===== src/logic/status_bank_defs.vh =====
// status and telemetry bank constants: command codes, bit positions,
// fixed patterns and field widths.
// assumes inclusion by bare name from the bank's single design file.
`ifndef STATUS_BANK_DEFS_VH
`define STATUS_BANK_DEFS_VH

// ****************************************************************
// command codes
// ****************************************************************
`define CMD_TEMP_STATUS   8'h7d
`define CMD_COMM_STATUS   8'h7e
`define CMD_VIN_READ      8'h88
`define CMD_VOUT_READ     8'h8b
`define CMD_IOUT_READ     8'h8c
`define CMD_TEMP_READ     8'h8d
`define CMD_EFF_READ      8'h95
`define CMD_POUT_READ     8'h96
`define CMD_PIN_READ      8'h97

// ****************************************************************
// temperature status bit positions
// ****************************************************************
`define TS_EXT_FAULT      7
`define TS_EXT_WARN       6
`define TS_STG_FAULT      3
`define TS_STG_WARN       2

// ****************************************************************
// communication status bit positions
// ****************************************************************
`define CS_INVALID_CMD    7
`define CS_INVALID_DATA   6
`define CS_PEC            5
`define CS_CRC            4
`define CS_PWD_MATCH      3
`define CS_FAULT_STORE    2
`define CS_FRAMING        1
`define CS_SIGNATURE      0

// ****************************************************************
// telemetry fixed patterns and widths
// ****************************************************************
`define VIN_PATTERN       6'h3b
`define IOUT_PATTERN      4'he
`define VIN_W             10
`define VOUT_W            12
`define IOUT_W            12
`define TEMP_W            11
`define EFF_W             9
`define PWR_W             11
`define STATUS_RST        8'h00
`define WORD_ZERO         16'h0000

`endif


===== src/logic/status_telemetry_bank.v =====
// status and telemetry bank: latched fault flags and read-only telemetry
// words, read by command code from the bus front end.
// compares temperatures itself; assumes the bus and memory engines are outside and
// present one-cycle event pulses synchronous to mclk_i.
`include "status_bank_defs.vh"

// Functional notes
// - external sense over fault limit sets temperature bit 7 until clear.
// - external sense over warn limit sets temperature bit 6 until clear.
// - stage sense over fault limit sets temperature bit 3 until clear.
// - stage sense over warn limit sets temperature bit 2 until clear.
// - reserved bits ignore writes and always read zero.
// - unsupported command code sets communication bit 7, latched.
// - invalid data or excess written bytes set communication bit 6.
// - wrong check byte on write blocks execution, sets bit 5.
// - restore check mismatch blocks start-up and sets bit 4.
// - write protect makes registers read-only unless the key matches; bit 3 follows key match live.
// - protective shutdown triggers fault record and sets bit 2.
// - too few bits or bytes, or too many read, set bit 1.
// - signature mismatch aborts restore at once and sets bit 0.
// - input voltage word has 111011 above ten data bits.
// - output voltage in bits 11:0, upper four bits zero.
// - current word has 1110 above twelve bits, scale by option.
// - temperature in bits 10:0, upper five bits zero.
// - efficiency in bits 8:0, upper seven bits zero.
// - output power eleven bits, scale doubles with option.
// - input power bits 10:0, same scale option.
// - summary temperature bit sets on any temperature fault or warning.
module status_telemetry_bank #(
    parameter TEMP_W = `TEMP_W
) (
    input  wire              mclk_i,
    input  wire              reset_n_i,
    // temperature comparison inputs
    input  wire [TEMP_W-1:0] external_temp_sense_i,
    input  wire [TEMP_W-1:0] stage_temp_sense_i,
    input  wire [TEMP_W-1:0] external_temp_fault_limit_i,
    input  wire [TEMP_W-1:0] external_temp_warn_limit_i,
    input  wire [TEMP_W-1:0] stage_temp_fault_limit_i,
    input  wire [TEMP_W-1:0] stage_temp_warn_limit_i,
    // bus engine events
    input  wire              clear_faults_i,
    input  wire              invalid_cmd_i,
    input  wire              invalid_data_i,
    input  wire              framing_fault_i,
    input  wire              write_done_i,
    input  wire              write_pec_present_i,
    input  wire              write_pec_ok_i,
    // memory engine events
    input  wire              restore_start_i,
    input  wire              signature_ok_i,
    input  wire              restore_done_i,
    input  wire              crc_ok_i,
    input  wire              protect_shutdown_i,
    // password, protection and scale option
    input  wire [15:0]       supplied_key_i,
    input  wire [15:0]       user_password_word_i,
    input  wire              write_protect_en_i,
    input  wire              total_current_scale_select_i,
    // telemetry samples
    input  wire [`VIN_W-1:0] vin_sample_i,
    input  wire [`VOUT_W-1:0] vout_sample_i,
    input  wire [`IOUT_W-1:0] iout_fine_i,
    input  wire [TEMP_W-1:0] temp_sample_i,
    input  wire [`EFF_W-1:0] eff_sample_i,
    input  wire [`PWR_W+1:0] pout_fine_i,
    input  wire [`PWR_W+1:0] pin_fine_i,
    // read port
    input  wire              rd_en_i,
    input  wire [7:0]        rd_cmd_i,
    output reg  [15:0]       rd_data_o,
    output reg               rd_valid_o,
    output reg               rd_unmapped_o,
    // control outputs
    output wire              write_exec_o,
    output wire              write_allowed_o,
    output reg               fault_record_o,
    output reg               restore_abort_o,
    output wire              startup_block_o,
    output wire [7:0]        temp_status_o,
    output wire [7:0]        comm_status_o,
    output wire              summary_temp_o
);

    // ****************************************************************
    // latched flags
    // ****************************************************************
    wire [3:0]  temp_flags_r;   // {ext fault, ext warn, stg fault, stg warn}
    wire [6:0]  comm_flags_r;   // all comm flags except live key match
    wire        summary_temp_r;
    reg         startup_block_r;
    reg         restore_act_r;
    wire        pec_bad;
    wire        pwd_match;
    wire [3:0]  temp_set;
    wire [6:0]  comm_set;

    assign temp_set[3] = external_temp_sense_i > external_temp_fault_limit_i;
    assign temp_set[2] = external_temp_sense_i > external_temp_warn_limit_i;
    assign temp_set[1] = stage_temp_sense_i > stage_temp_fault_limit_i;
    assign temp_set[0] = stage_temp_sense_i > stage_temp_warn_limit_i;

    assign pec_bad = write_done_i & write_pec_present_i & ~write_pec_ok_i;
    assign write_exec_o = write_done_i & ~pec_bad & write_allowed_o;
    assign pwd_match = (supplied_key_i == user_password_word_i);
    assign write_allowed_o = ~write_protect_en_i | pwd_match;

    // comm set terms, index 6..0 = bits 7,6,5,4,2,1,0
    // unsupported command
    assign comm_set[6] = invalid_cmd_i;
    assign comm_set[5] = invalid_data_i;
    assign comm_set[4] = pec_bad;
    assign comm_set[3] = restore_done_i & restore_act_r & ~crc_ok_i;
    assign comm_set[2] = protect_shutdown_i;
    assign comm_set[1] = framing_fault_i;
    assign comm_set[0] = restore_start_i & ~signature_ok_i;

    // ****************************************************************
    // latched flag cells, one per status bit except the live key match, plus the summary
    // ****************************************************************
    // external fault latch
    sticky_flag ext_fault_flag (
        .mclk_i    (mclk_i),
        .reset_n_i (reset_n_i),
        .set_i     (temp_set[3]),
        .clear_i   (clear_faults_i),
        .flag_o    (temp_flags_r[3])
    );

    sticky_flag ext_warn_flag (
        .mclk_i    (mclk_i),
        .reset_n_i (reset_n_i),
        .set_i     (temp_set[2]),
        .clear_i   (clear_faults_i),
        .flag_o    (temp_flags_r[2])
    );

    sticky_flag stg_fault_flag (
        .mclk_i    (mclk_i),
        .reset_n_i (reset_n_i),
        .set_i     (temp_set[1]),
        .clear_i   (clear_faults_i),
        .flag_o    (temp_flags_r[1])
    );

    sticky_flag stg_warn_flag (
        .mclk_i    (mclk_i),
        .reset_n_i (reset_n_i),
        .set_i     (temp_set[0]),
        .clear_i   (clear_faults_i),
        .flag_o    (temp_flags_r[0])
    );

    sticky_flag summary_flag (
        .mclk_i    (mclk_i),
        .reset_n_i (reset_n_i),
        .set_i     (|temp_set),
        .clear_i   (clear_faults_i),
        .flag_o    (summary_temp_r)
    );

    sticky_flag cmd_flag (
        .mclk_i    (mclk_i),
        .reset_n_i (reset_n_i),
        .set_i     (comm_set[6]),
        .clear_i   (clear_faults_i),
        .flag_o    (comm_flags_r[6])
    );

    sticky_flag data_flag (
        .mclk_i    (mclk_i),
        .reset_n_i (reset_n_i),
        .set_i     (comm_set[5]),
        .clear_i   (clear_faults_i),
        .flag_o    (comm_flags_r[5])
    );

    sticky_flag pec_flag (
        .mclk_i    (mclk_i),
        .reset_n_i (reset_n_i),
        .set_i     (comm_set[4]),
        .clear_i   (clear_faults_i),
        .flag_o    (comm_flags_r[4])
    );

    sticky_flag crc_flag (
        .mclk_i    (mclk_i),
        .reset_n_i (reset_n_i),
        .set_i     (comm_set[3]),
        .clear_i   (clear_faults_i),
        .flag_o    (comm_flags_r[3])
    );

    sticky_flag record_flag (
        .mclk_i    (mclk_i),
        .reset_n_i (reset_n_i),
        .set_i     (comm_set[2]),
        .clear_i   (clear_faults_i),
        .flag_o    (comm_flags_r[2])
    );

    sticky_flag framing_flag (
        .mclk_i    (mclk_i),
        .reset_n_i (reset_n_i),
        .set_i     (comm_set[1]),
        .clear_i   (clear_faults_i),
        .flag_o    (comm_flags_r[1])
    );

    sticky_flag signature_flag (
        .mclk_i    (mclk_i),
        .reset_n_i (reset_n_i),
        .set_i     (comm_set[0]),
        .clear_i   (clear_faults_i),
        .flag_o    (comm_flags_r[0])
    );

    // ****************************************************************
    // restore sequencing and fault record strobe
    // ****************************************************************
    // restore tracking, start-up block, abort and record pulses
    always @(posedge mclk_i or negedge reset_n_i) begin
        if (!reset_n_i) begin
            restore_act_r   <= 1'b0;
            startup_block_r <= 1'b0;
            restore_abort_o <= 1'b0;
            fault_record_o  <= 1'b0;
        end else begin
            restore_abort_o <= restore_start_i & ~signature_ok_i;
            fault_record_o  <= protect_shutdown_i;
            if (restore_start_i) begin
                restore_act_r   <= signature_ok_i;
                startup_block_r <= ~signature_ok_i;
            end else if (restore_done_i && restore_act_r) begin
                restore_act_r   <= 1'b0;
                startup_block_r <= ~crc_ok_i;
            end
        end
    end
    assign startup_block_o = startup_block_r;

    // ****************************************************************
    // status byte assembly
    // ****************************************************************
    // reserved bits zero
    assign temp_status_o = {temp_flags_r[3], temp_flags_r[2], 2'b00,
                            temp_flags_r[1], temp_flags_r[0], 2'b00};
    assign comm_status_o = {comm_flags_r[6:3], pwd_match,
                            comm_flags_r[2:0]};
    assign summary_temp_o = summary_temp_r;

    // ****************************************************************
    // telemetry scaling and read mux
    // ****************************************************************
    wire [`IOUT_W-1:0] iout_scaled;
    wire [`PWR_W-1:0]  pout_scaled;
    wire [`PWR_W-1:0]  pin_scaled;
    reg  [15:0]        rd_word;
    reg                rd_hit;

    assign iout_scaled = total_current_scale_select_i ?
                         {1'b0, iout_fine_i[`IOUT_W-1:1]} : iout_fine_i;
    assign pout_scaled = total_current_scale_select_i ?
                         pout_fine_i[`PWR_W+1:2] : pout_fine_i[`PWR_W:1];
    assign pin_scaled  = total_current_scale_select_i ?
                         pin_fine_i[`PWR_W+1:2] : pin_fine_i[`PWR_W:1];

    // read decode
    always @* begin
        rd_word = `WORD_ZERO;
        rd_hit  = 1'b1;
        case (rd_cmd_i)
            `CMD_TEMP_STATUS: rd_word = {8'h00, temp_status_o};
            `CMD_COMM_STATUS: rd_word = {8'h00, comm_status_o};
            `CMD_VIN_READ:  rd_word = {`VIN_PATTERN, vin_sample_i};
            `CMD_VOUT_READ: rd_word = {4'h0, vout_sample_i};
            `CMD_IOUT_READ: rd_word = {`IOUT_PATTERN, iout_scaled};
            `CMD_TEMP_READ: rd_word = {5'h00, temp_sample_i};
            `CMD_EFF_READ:  rd_word = {7'h00, eff_sample_i};
            `CMD_POUT_READ: rd_word = {5'h00, pout_scaled};
            `CMD_PIN_READ:  rd_word = {5'h00, pin_scaled};
            default:        rd_hit  = 1'b0;
        endcase
    end

    // registered read answer
    always @(posedge mclk_i or negedge reset_n_i) begin
        if (!reset_n_i) begin
            rd_data_o     <= `WORD_ZERO;
            rd_valid_o    <= 1'b0;
            rd_unmapped_o <= 1'b0;
        end else begin
            rd_valid_o    <= rd_en_i & rd_hit;
            rd_unmapped_o <= rd_en_i & ~rd_hit;
            if (rd_en_i) begin
                rd_data_o <= rd_hit ? rd_word : `WORD_ZERO;
            end
        end
    end

endmodule // status_telemetry_bank

// ****************************************************************
// sticky fault flag cell
// ****************************************************************
// one latched status bit: an event sets it, clear-faults drops it,
// and an event in the clearing cycle keeps it set so nothing is lost
module sticky_flag (
    input  wire mclk_i,
    input  wire reset_n_i,
    input  wire set_i,
    input  wire clear_i,
    output reg  flag_o
);

    reg         flag_nxt;

    always @* begin
        flag_nxt = flag_o;
        if (clear_i) begin
            flag_nxt = 1'b0;
        end
        if (set_i) begin
            flag_nxt = 1'b1;
        end
    end

    // flag register
    always @(posedge mclk_i or negedge reset_n_i) begin
        if (!reset_n_i) begin
            flag_o <= 1'b0;
        end else begin
            flag_o <= flag_nxt;
        end
    end

endmodule // sticky_flag


===== config.mk =====
export PLATFORM = sky130hd
export DESIGN_NAME = status_telemetry_bank
export DESIGN_NICKNAME = d
export VERILOG_FILES = /design/src/logic/status_telemetry_bank.v
export VERILOG_INCLUDE_DIRS = /design/src /design/src/logic
export SDC_FILE = /design/constraint.sdc
export NUM_CORES = 1
export LEC_CHECK = 0
export BUFFER_PORTS_ARGS = -buffer_cell sky130_fd_sc_hd__buf_2
export CORE_MARGIN = 2
export CORE_UTILIZATION = 43
export CTS_CLUSTER_DIAMETER = 150
export CTS_CLUSTER_SIZE = 12
export DETAILED_ROUTE_END_ITERATION = 8
export PLACE_DENSITY = 0.82
export SETUP_SLACK_MARGIN = 0.4
export SYNTH_ARGS = -nofsm -noshare
export SYNTH_HDL_FRONTEND = slang
export SYNTH_SLANG_ARGS = --single-unit

===== constraint.sdc =====
create_clock -name mclk_i -period 1.3 [get_ports mclk_i]
set_input_delay 0.195 -clock mclk_i [delete_from_list [all_inputs] [get_ports mclk_i]]
set_output_delay 0.195 -clock mclk_i [all_outputs]
set_load 0.02 [all_outputs]

==> flow_summary.toml, run 1 <==
[timing]
slew_violations = 0
worst_pin_slew_ns = 0.686
finalHoldViolCount = 31
rsz0062_at_grt = "yes"
skew_ns = 0.00181
setup_viol = 19
holdWs_ns = -0.0427
worst_slack_ns = -0.343
slew-limit-headroom = 0.543
fmax_mhz = 609
finalCriticalPeriod_ns = 1.64
post-route-period-util = 1.26

[worst_setup_path]
path_cells = "buf_6, or4b_4, nor3b_4, buf_6, nor3_4, nor4_2, nand2_1, a32oi_1"
r2r_end = "rd_data_o[6]$_DFFE_PN0P_"
path_delay_family = "simple AND/OR/NAND/NOR gates"
max_stage_delay_ns = 0.58
arrival_ns = 1.84
r2r_slack_ns = -0.09
crit_buf_inv = 2
worstReg2RegStart = "ext_warn_flag.flag_o$_DFFE_PN0P_"
slowest_stage = "or4b_4"
r2r_cells = 4
required_ns = 1.49
worstPathMaxFanout = 4
cp-end-kind = "flip-flop"
crit_top_cell = "buf_6"
critical_path_class = "in -> reg"
critPathLaunchType = "input pin"
cp.depth = 8

[clock_tree]
clk_pin_slew_ns = 0.06
cts_htree_levels = 2
numCtsBuffers = 5
clkLatencyLatePin_ns = 0.28
clock_path_buffers = 2
clockRootBuffer = "clkbuf_8"
cts.sinks = 31
cts_tree = "done"

[route]
drc = 0
drt-total-wl_um = 15700
ant_nets = 0
vias_per_cell = 5.68
drt_pass1_iterations = 4
first_iter_violations = 173
num_vias = 4810
wl_per_cell_um = 18.5

[synth]
yosysSeqAreaShare = 0.212
synth_cell_types = 61
synth-simple-area-share = 0.175
synth_compound_area_frac = 0.217
synth_cells = 438
postSynthAreaPerCell_um2 = 8.34
synthAdderAreaFrac = 0.151
synth_top_family_by_area = "compound AO/OA/AOI/OAI gates"
syn_area_mm2 = 0.00365
ys_ff_latch = 31
synth_xor_area_frac = 0.0384
synthMuxAreaShare = 0.0942
synth_top_cell_by_area = "dfrtp_1"
yosys-top-cells-area = "dfrtp_1, ha_1, mux2i_1"
synthDominantCellAreaShare = 0.212
ys_async_sr_fraction = 1.00
synth_flop_cell = "dfrtp_1"
synth_edf_count = 0
yosysWarnings = 0

[floorplanning]
dieHeight_um = 96.2
die-area_mm2 = 0.00925
start_util = 0.444
die_w_um = 96.2
rows = 33
io_pins = 243
core_area_mm2 = 0.00822

[global_routing]
grt_remaining_overflow = 0
grt_pass1_vias = 4862
track_usage = 0.310
grt_max_degree = 32
grt_antenna_before_repair = 0
grt_pass1_wl_um = 22100

[final_layout]
nets = 989
fin_cells = 847
layout_common_cells = "buf_2, buf_4, buf_6"
areaGrowthSynthToFinish_pct = 82.1
final_common_cell = "buf_2"
layout-drive-gt1-share = 0.590
antennaDiodeCount = 0

[power_and_ir_drop]
ir_worst_vdd_uv = 353
finalPower_uw = 3780
p_leak_uw = 0.00332
cellPowerDensity_mw_per_mm2 = 569

[placement]
dp_slack_ns = -0.652
placed_cells = 815
dp_hpwl_um = 11700
port_buffers = 235
gp_congestion = 0.924

[run_status]
status = "finished, violations left"
violations = "negative hold slack, negative setup slack"

[min_path]
hold_class = "in -> async"

[job]
drv_cap = 0
final cells by class:
class                   instances  area, um^2
multi-input cells             324        3110
repair buffers                327        2290
fillers                       504        1570
flip-flops and latches         31         779
inverters                      53         251
well taps                     105         131
clock buffers                   6        82.6
clock inverters                 1        5.00
metal layers:
layer	GRT usage	wire length, um
met5	0	0
met1	0.311	5400
met4	0.146	595
met2	0.589	8390
met3	0.0814	1320
worst reg2reg max path, stage by stage, from the launching register on:
cell and delay (ns):
dfrtp_1 0.39, a22oi_1 0.23, o22ai_1 0.15, a221oi_1 0.36, a21oi_1 0.12
stage by stage:
stage | instance area, um^2 | hold WS, ns | util | setup TNS (ns)
after global placement | 5550 | 0.260 | 0.676 | -8.80
final | 6650 | -0.0427 | 0.809 | -4.17
after CTS | 6350 | -0.0244 | 0.772 | -3.88
after global routing | 6650 | 0.00794 | 0.809 | -5.32
after floorplan | 3940 | -0.101 | - | -3.49
after detailed placement | 5550 | 0.276 | 0.676 | -9.39
power breakdown:
part	total, uW	switching (uW)	internal [uW]
clock network	751	337	414
logic	1910	903	1010
registers	1120	73.9	1040
state kept, by name, summed over array words and instances, names as in the netlist:
name / count
pec_flag.flag_o: 1
restore_act_r: 1
restore_abort_o: 1
stg_fault_flag.flag_o: 1
rd_valid_o: 1
crc_flag.flag_o: 1
ext_warn_flag.flag_o: 1
fault_record_o: 1
record_flag.flag_o: 1
cmd_flag.flag_o: 1
rd_data_o: 13
startup_block_o: 1
data_flag.flag_o: 1
summary_flag.flag_o: 1
framing_flag.flag_o: 1
signature_flag.flag_o: 1
rd_unmapped_o: 1
ext_fault_flag.flag_o: 1
stg_warn_flag.flag_o: 1
what timing repair did:
action / in CTS / in global routing
resized for setup: 152 / 46
endpoints found under the setup margin: 56 / 56
pin swaps: 59 / 36
endpoints found under the hold margin: 31 / 0
buffers inserted: 15 / 10
gates cloned: 0 / 0
cells by family (layout without fill, tap and decap cells):
kind of cell,after synthesis,count (layout)
mux,29,29
other cells,1,5
xor+xnor,16,16
simple gates,114,114
fa+ha+maj,44,44
compound gates,116,116
buf+inv,87,387
flops,31,31
how the worst max path moves through the flow:
stage	end	slack, ns	startpoint
2_1_floorplan	rd_data_o[5]$_DFFE_PN0P_	-0.41	rd_cmd_i[5]
3_3_place_gp	rd_data_o[5]$_DFFE_PN0P_	-0.62	rd_cmd_i[5]
3_5_place_dp	rd_data_o[5]$_DFFE_PN0P_	-0.65	rd_cmd_i[5]
4_1_cts	rd_data_o[5]$_DFFE_PN0P_	-0.35	rd_cmd_i[4]
5_1_grt	rd_data_o[1]$_DFFE_PN0P_	-0.40	rd_cmd_i[5]
6_report	rd_data_o[5]$_DFFE_PN0P_	-0.34	rd_cmd_i[5]
cells in the mapped netlist (13+ instances only):
master   count
nor2b_1     13
mux2i_1     22
o21ai_0     21
dfrtp_1     31
nand2_1     20
nor2_1      26
xor2_1      16
inv_1       52
ha_1        44
a21oi_1     24
buf_4       20
Note: power is estimated with default switching activity, not from simulation.
==> run 2, diff against run 1 <==
--- a/config.mk
+++ b/config.mk
@@ -6,13 +6,14 @@
 export SDC_FILE = /design/constraint.sdc
 export NUM_CORES = 1
 export LEC_CHECK = 0
+export ABC_AREA = 1
 export BUFFER_PORTS_ARGS = -buffer_cell sky130_fd_sc_hd__buf_2
 export CORE_MARGIN = 2
-export CORE_UTILIZATION = 43
+export CORE_UTILIZATION = 45
 export CTS_CLUSTER_DIAMETER = 150
 export CTS_CLUSTER_SIZE = 12
 export DETAILED_ROUTE_END_ITERATION = 8
-export PLACE_DENSITY = 0.82
+export PLACE_DENSITY = 0.83
 export SETUP_SLACK_MARGIN = 0.4
 export SYNTH_ARGS = -nofsm -noshare
 export SYNTH_HDL_FRONTEND = slang
==> flow_summary.toml, run 2 <==
[timing]
post-route-period-util = 1.16
holdWs_ns = 0.0454
rsz0062_at_grt = "yes"
finalCriticalPeriod_ns = 1.50
worst_slack_ns = -0.203
setup_viol = 3
fmax_mhz = 665
finalHoldViolCount = 0
skew_ns = 0.0166
slew_violations = 0

[worst_setup_path]
critPathLaunchType = "input pin"
critical_path_class = "in -> out"
slowest_stage = "nor2_1"
path_cells = "buf_2, nor2_1, nor2_1, nor2_1, nand2_1, nor2_4, nand2_4, a21oi_4, buf_6"
worstPathMaxFanout = 3
crit_top_cell = "nor2_1"
path_delay_family = "simple AND/OR/NAND/NOR gates"
worstReg2RegStart = "stg_fault_flag.flag_o$_DFFE_PN0P_"
cp-end-kind = "primary output"
max_stage_delay_ns = 0.21
crit_buf_inv = 2
r2r_cells = 8
required_ns = 1.11
r2r_end = "rd_data_o[3]$_DFFE_PN0P_"
r2r_slack_ns = 0.20
arrival_ns = 1.31

[route]
num_vias = 6088
wl_per_cell_um = 18.7
ant_nets = 0
drt_pass1_iterations = 8
drt-total-wl_um = 20300
first_iter_violations = 437
vias_per_cell = 5.62
drc = 0

[min_path]
hold_class = "in -> reg"
hold_depth = 1
min_to = "fault_record_o$_DFF_PN0_"
hp-start = "protect_shutdown_i"

[placement]
port_buffers = 235
dp_hpwl_um = 11600
gp_congestion = 0.953

[floorplanning]
io_pins = 243
die_w_um = 98.6
rows = 34
dieHeight_um = 98.6
core_area_mm2 = 0.00868
die-area_mm2 = 0.00971
start_util = 0.464

[global_routing]
grt_pass1_wl_um = 26500
grt_antenna_before_repair = 0
track_usage = 0.338
grt_pass1_vias = 5696
grt_max_degree = 32
grt_remaining_overflow = 0

[synth]
yosysWarnings = 0
synth_cell_types = 29
yosysSeqAreaShare = 0.193
postSynthAreaPerCell_um2 = 5.90
synthTopCellsByCount = "nand2_1, inv_1, nand3_1, nor2_1, ha_1"
synth_top_cell_by_area = "nand2_1"
synthDominantCellAreaShare = 0.250
ys_ff_latch = 31
synth_cells = 682
synth_most_common_cell = "nand2_1"
syn_area_mm2 = 0.00402
synth_edf_count = 0
yosys-top-cells-area = "nand2_1, dfrtp_1, ha_1"
ys_async_sr_fraction = 1.00
synth_flop_cell = "dfrtp_1"

[power_and_ir_drop]
p_seq_frac = 0.256
p_leak_uw = 0.00422
power_switching_uw = 1530
p_comb_frac = 0.507
finalPower_uw = 4210
netSwitchingFraction = 0.364
ir_worst_vdd_uv = 450
power_frac_clock = 0.237
power.internal_uw = 2680
cellPowerDensity_mw_per_mm2 = 538

[final_layout]
areaGrowthSynthToFinish_pct = 94.5
postLayoutCoreUtil = 0.902
largest_reg_flops = 13
layout-drive-gt1-share = 0.530
final_common_cell = "nand2_1"
nets = 1220
fillerInstances = 405
layout_common_cells = "nand2_1, buf_2, buf_6"
largest-register = "rd_data_o"

[clock_tree]
clk_pin_slew_ns = 0.06
clkLatencyLatePin_ns = 0.29
clockRootBuffer = "clkbuf_8"
cts.sinks = 31
numCtsBuffers = 5
clock_path_buffers = 2
cts_htree_levels = 2
cts_tree = "done"

[run_status]
violations = "negative setup slack"
status = "finished, violations left"

[job]
drv_cap = 0
run 2: how the worst max path moves through the flow:
| stage | startpoint | end | slack [ns] | cells after the start |
|---|---|---|---|---|
| final | user_password_word_i[10] | write_exec_o | -0.20 | 9 |
| after CTS | supplied_key_i[4] | write_exec_o | -0.04 | 8 |
| after global routing | user_password_word_i[10] | write_exec_o | -0.22 | 9 |
| after detailed placement | external_temp_fault_limit_i[10] | summary_flag.flag_o$_DFFE_PN0P_ | -0.25 | 12 |
| after global placement | external_temp_fault_limit_i[10] | summary_flag.flag_o$_DFFE_PN0P_ | -0.20 | 12 |
| after floorplan | external_temp_fault_limit_i[10] | summary_flag.flag_o$_DFFE_PN0P_ | 0.07 | 11 |
run 2: cell families (layout without fill, tap and decap cells):
group                      count (synthesis)  in the layout  share of synthesized area
adders and majority gates                 44             44                      0.137
AOI/OAI and AO/OA                         55             55                     0.0756
buffers and inverters                    125            412                      0.144
xor gates and xnor gates                   8              8                     0.0174
DFF                                       31             31                      0.193
and+or+nand+nor                          418            419                      0.433
other                                      1              6                   0.000932
run 2: layout make-up:
class / count / area (um^2) / share of cell area
diodes: 1 / 2.50 / 0.000320
clock buffers: 6 / 82.6 / 0.0106
clock inverters: 2 / 35.0 / 0.00448
inverters: 87 / 488 / 0.0624
multi-input cells: 531 / 3730 / 0.477
flip-flops and latches: 31 / 777 / 0.0993
well taps: 108 / 135 / 0.0173
repair buffers: 317 / 2570 / 0.329
run 2: power by group through the flow:
| stage | registers [uW] | clock network (uW) | logic, uW |
|---|---|---|---|
| 2_1_floorplan | 1090 | 0 | 832 |
| 3_3_place_gp | 1070 | 0 | 1430 |
| 3_5_place_dp | 1080 | 0 | 1460 |
| 4_1_cts | 1080 | 984 | 1810 |
| 5_1_grt | 1080 | 1060 | 2280 |
| 6_report | 1080 | 999 | 2130 |
run 2: timing repair:
action / CTS / global route
setup endpoints to repair: 56 / 57
pin swaps: 92 / 68
setup buffers: 22 / 18
hold endpoints to repair: 31 / 0
gates cloned: 6 / 0
resized for setup: 239 / 92
hold buffers: 1 / 0
run 2: per-stage QoR:
step | setup WS [ns] | cell area [um^2] | TNS (ns) | std cells
floorplan | 0.0708 | 4680 | 0 | 686
global placement | -0.196 | 5980 | -2.23 | 1027
detailed placement | -0.249 | 5980 | -2.71 | 1027
CTS | -0.0367 | 7260 | -0.0367 | 1064
global route | -0.224 | 7820 | -0.646 | 1082
finish | -0.203 | 7830 | -0.495 | 1083
run 2: worst reg2reg max path: stages, from the launching register on:
cell and delay [ns]:
dfrtp_1 0.41, nand3_2 0.10, nand2_2 0.06, inv_2 0.05
nand2_2 0.06, nor2_4 0.13, nand2_1 0.08, nand2_1 0.06
nand2_1 0.07
run 2: layer usage:
layer	vias up	global-route usage	share of wire
li1	2704	-	-
met1	2801	0.348	0.31
met2	439	0.659	0.52
met3	144	0.0773	0.096
met4	0	0.122	0.074
met5	-	0	0
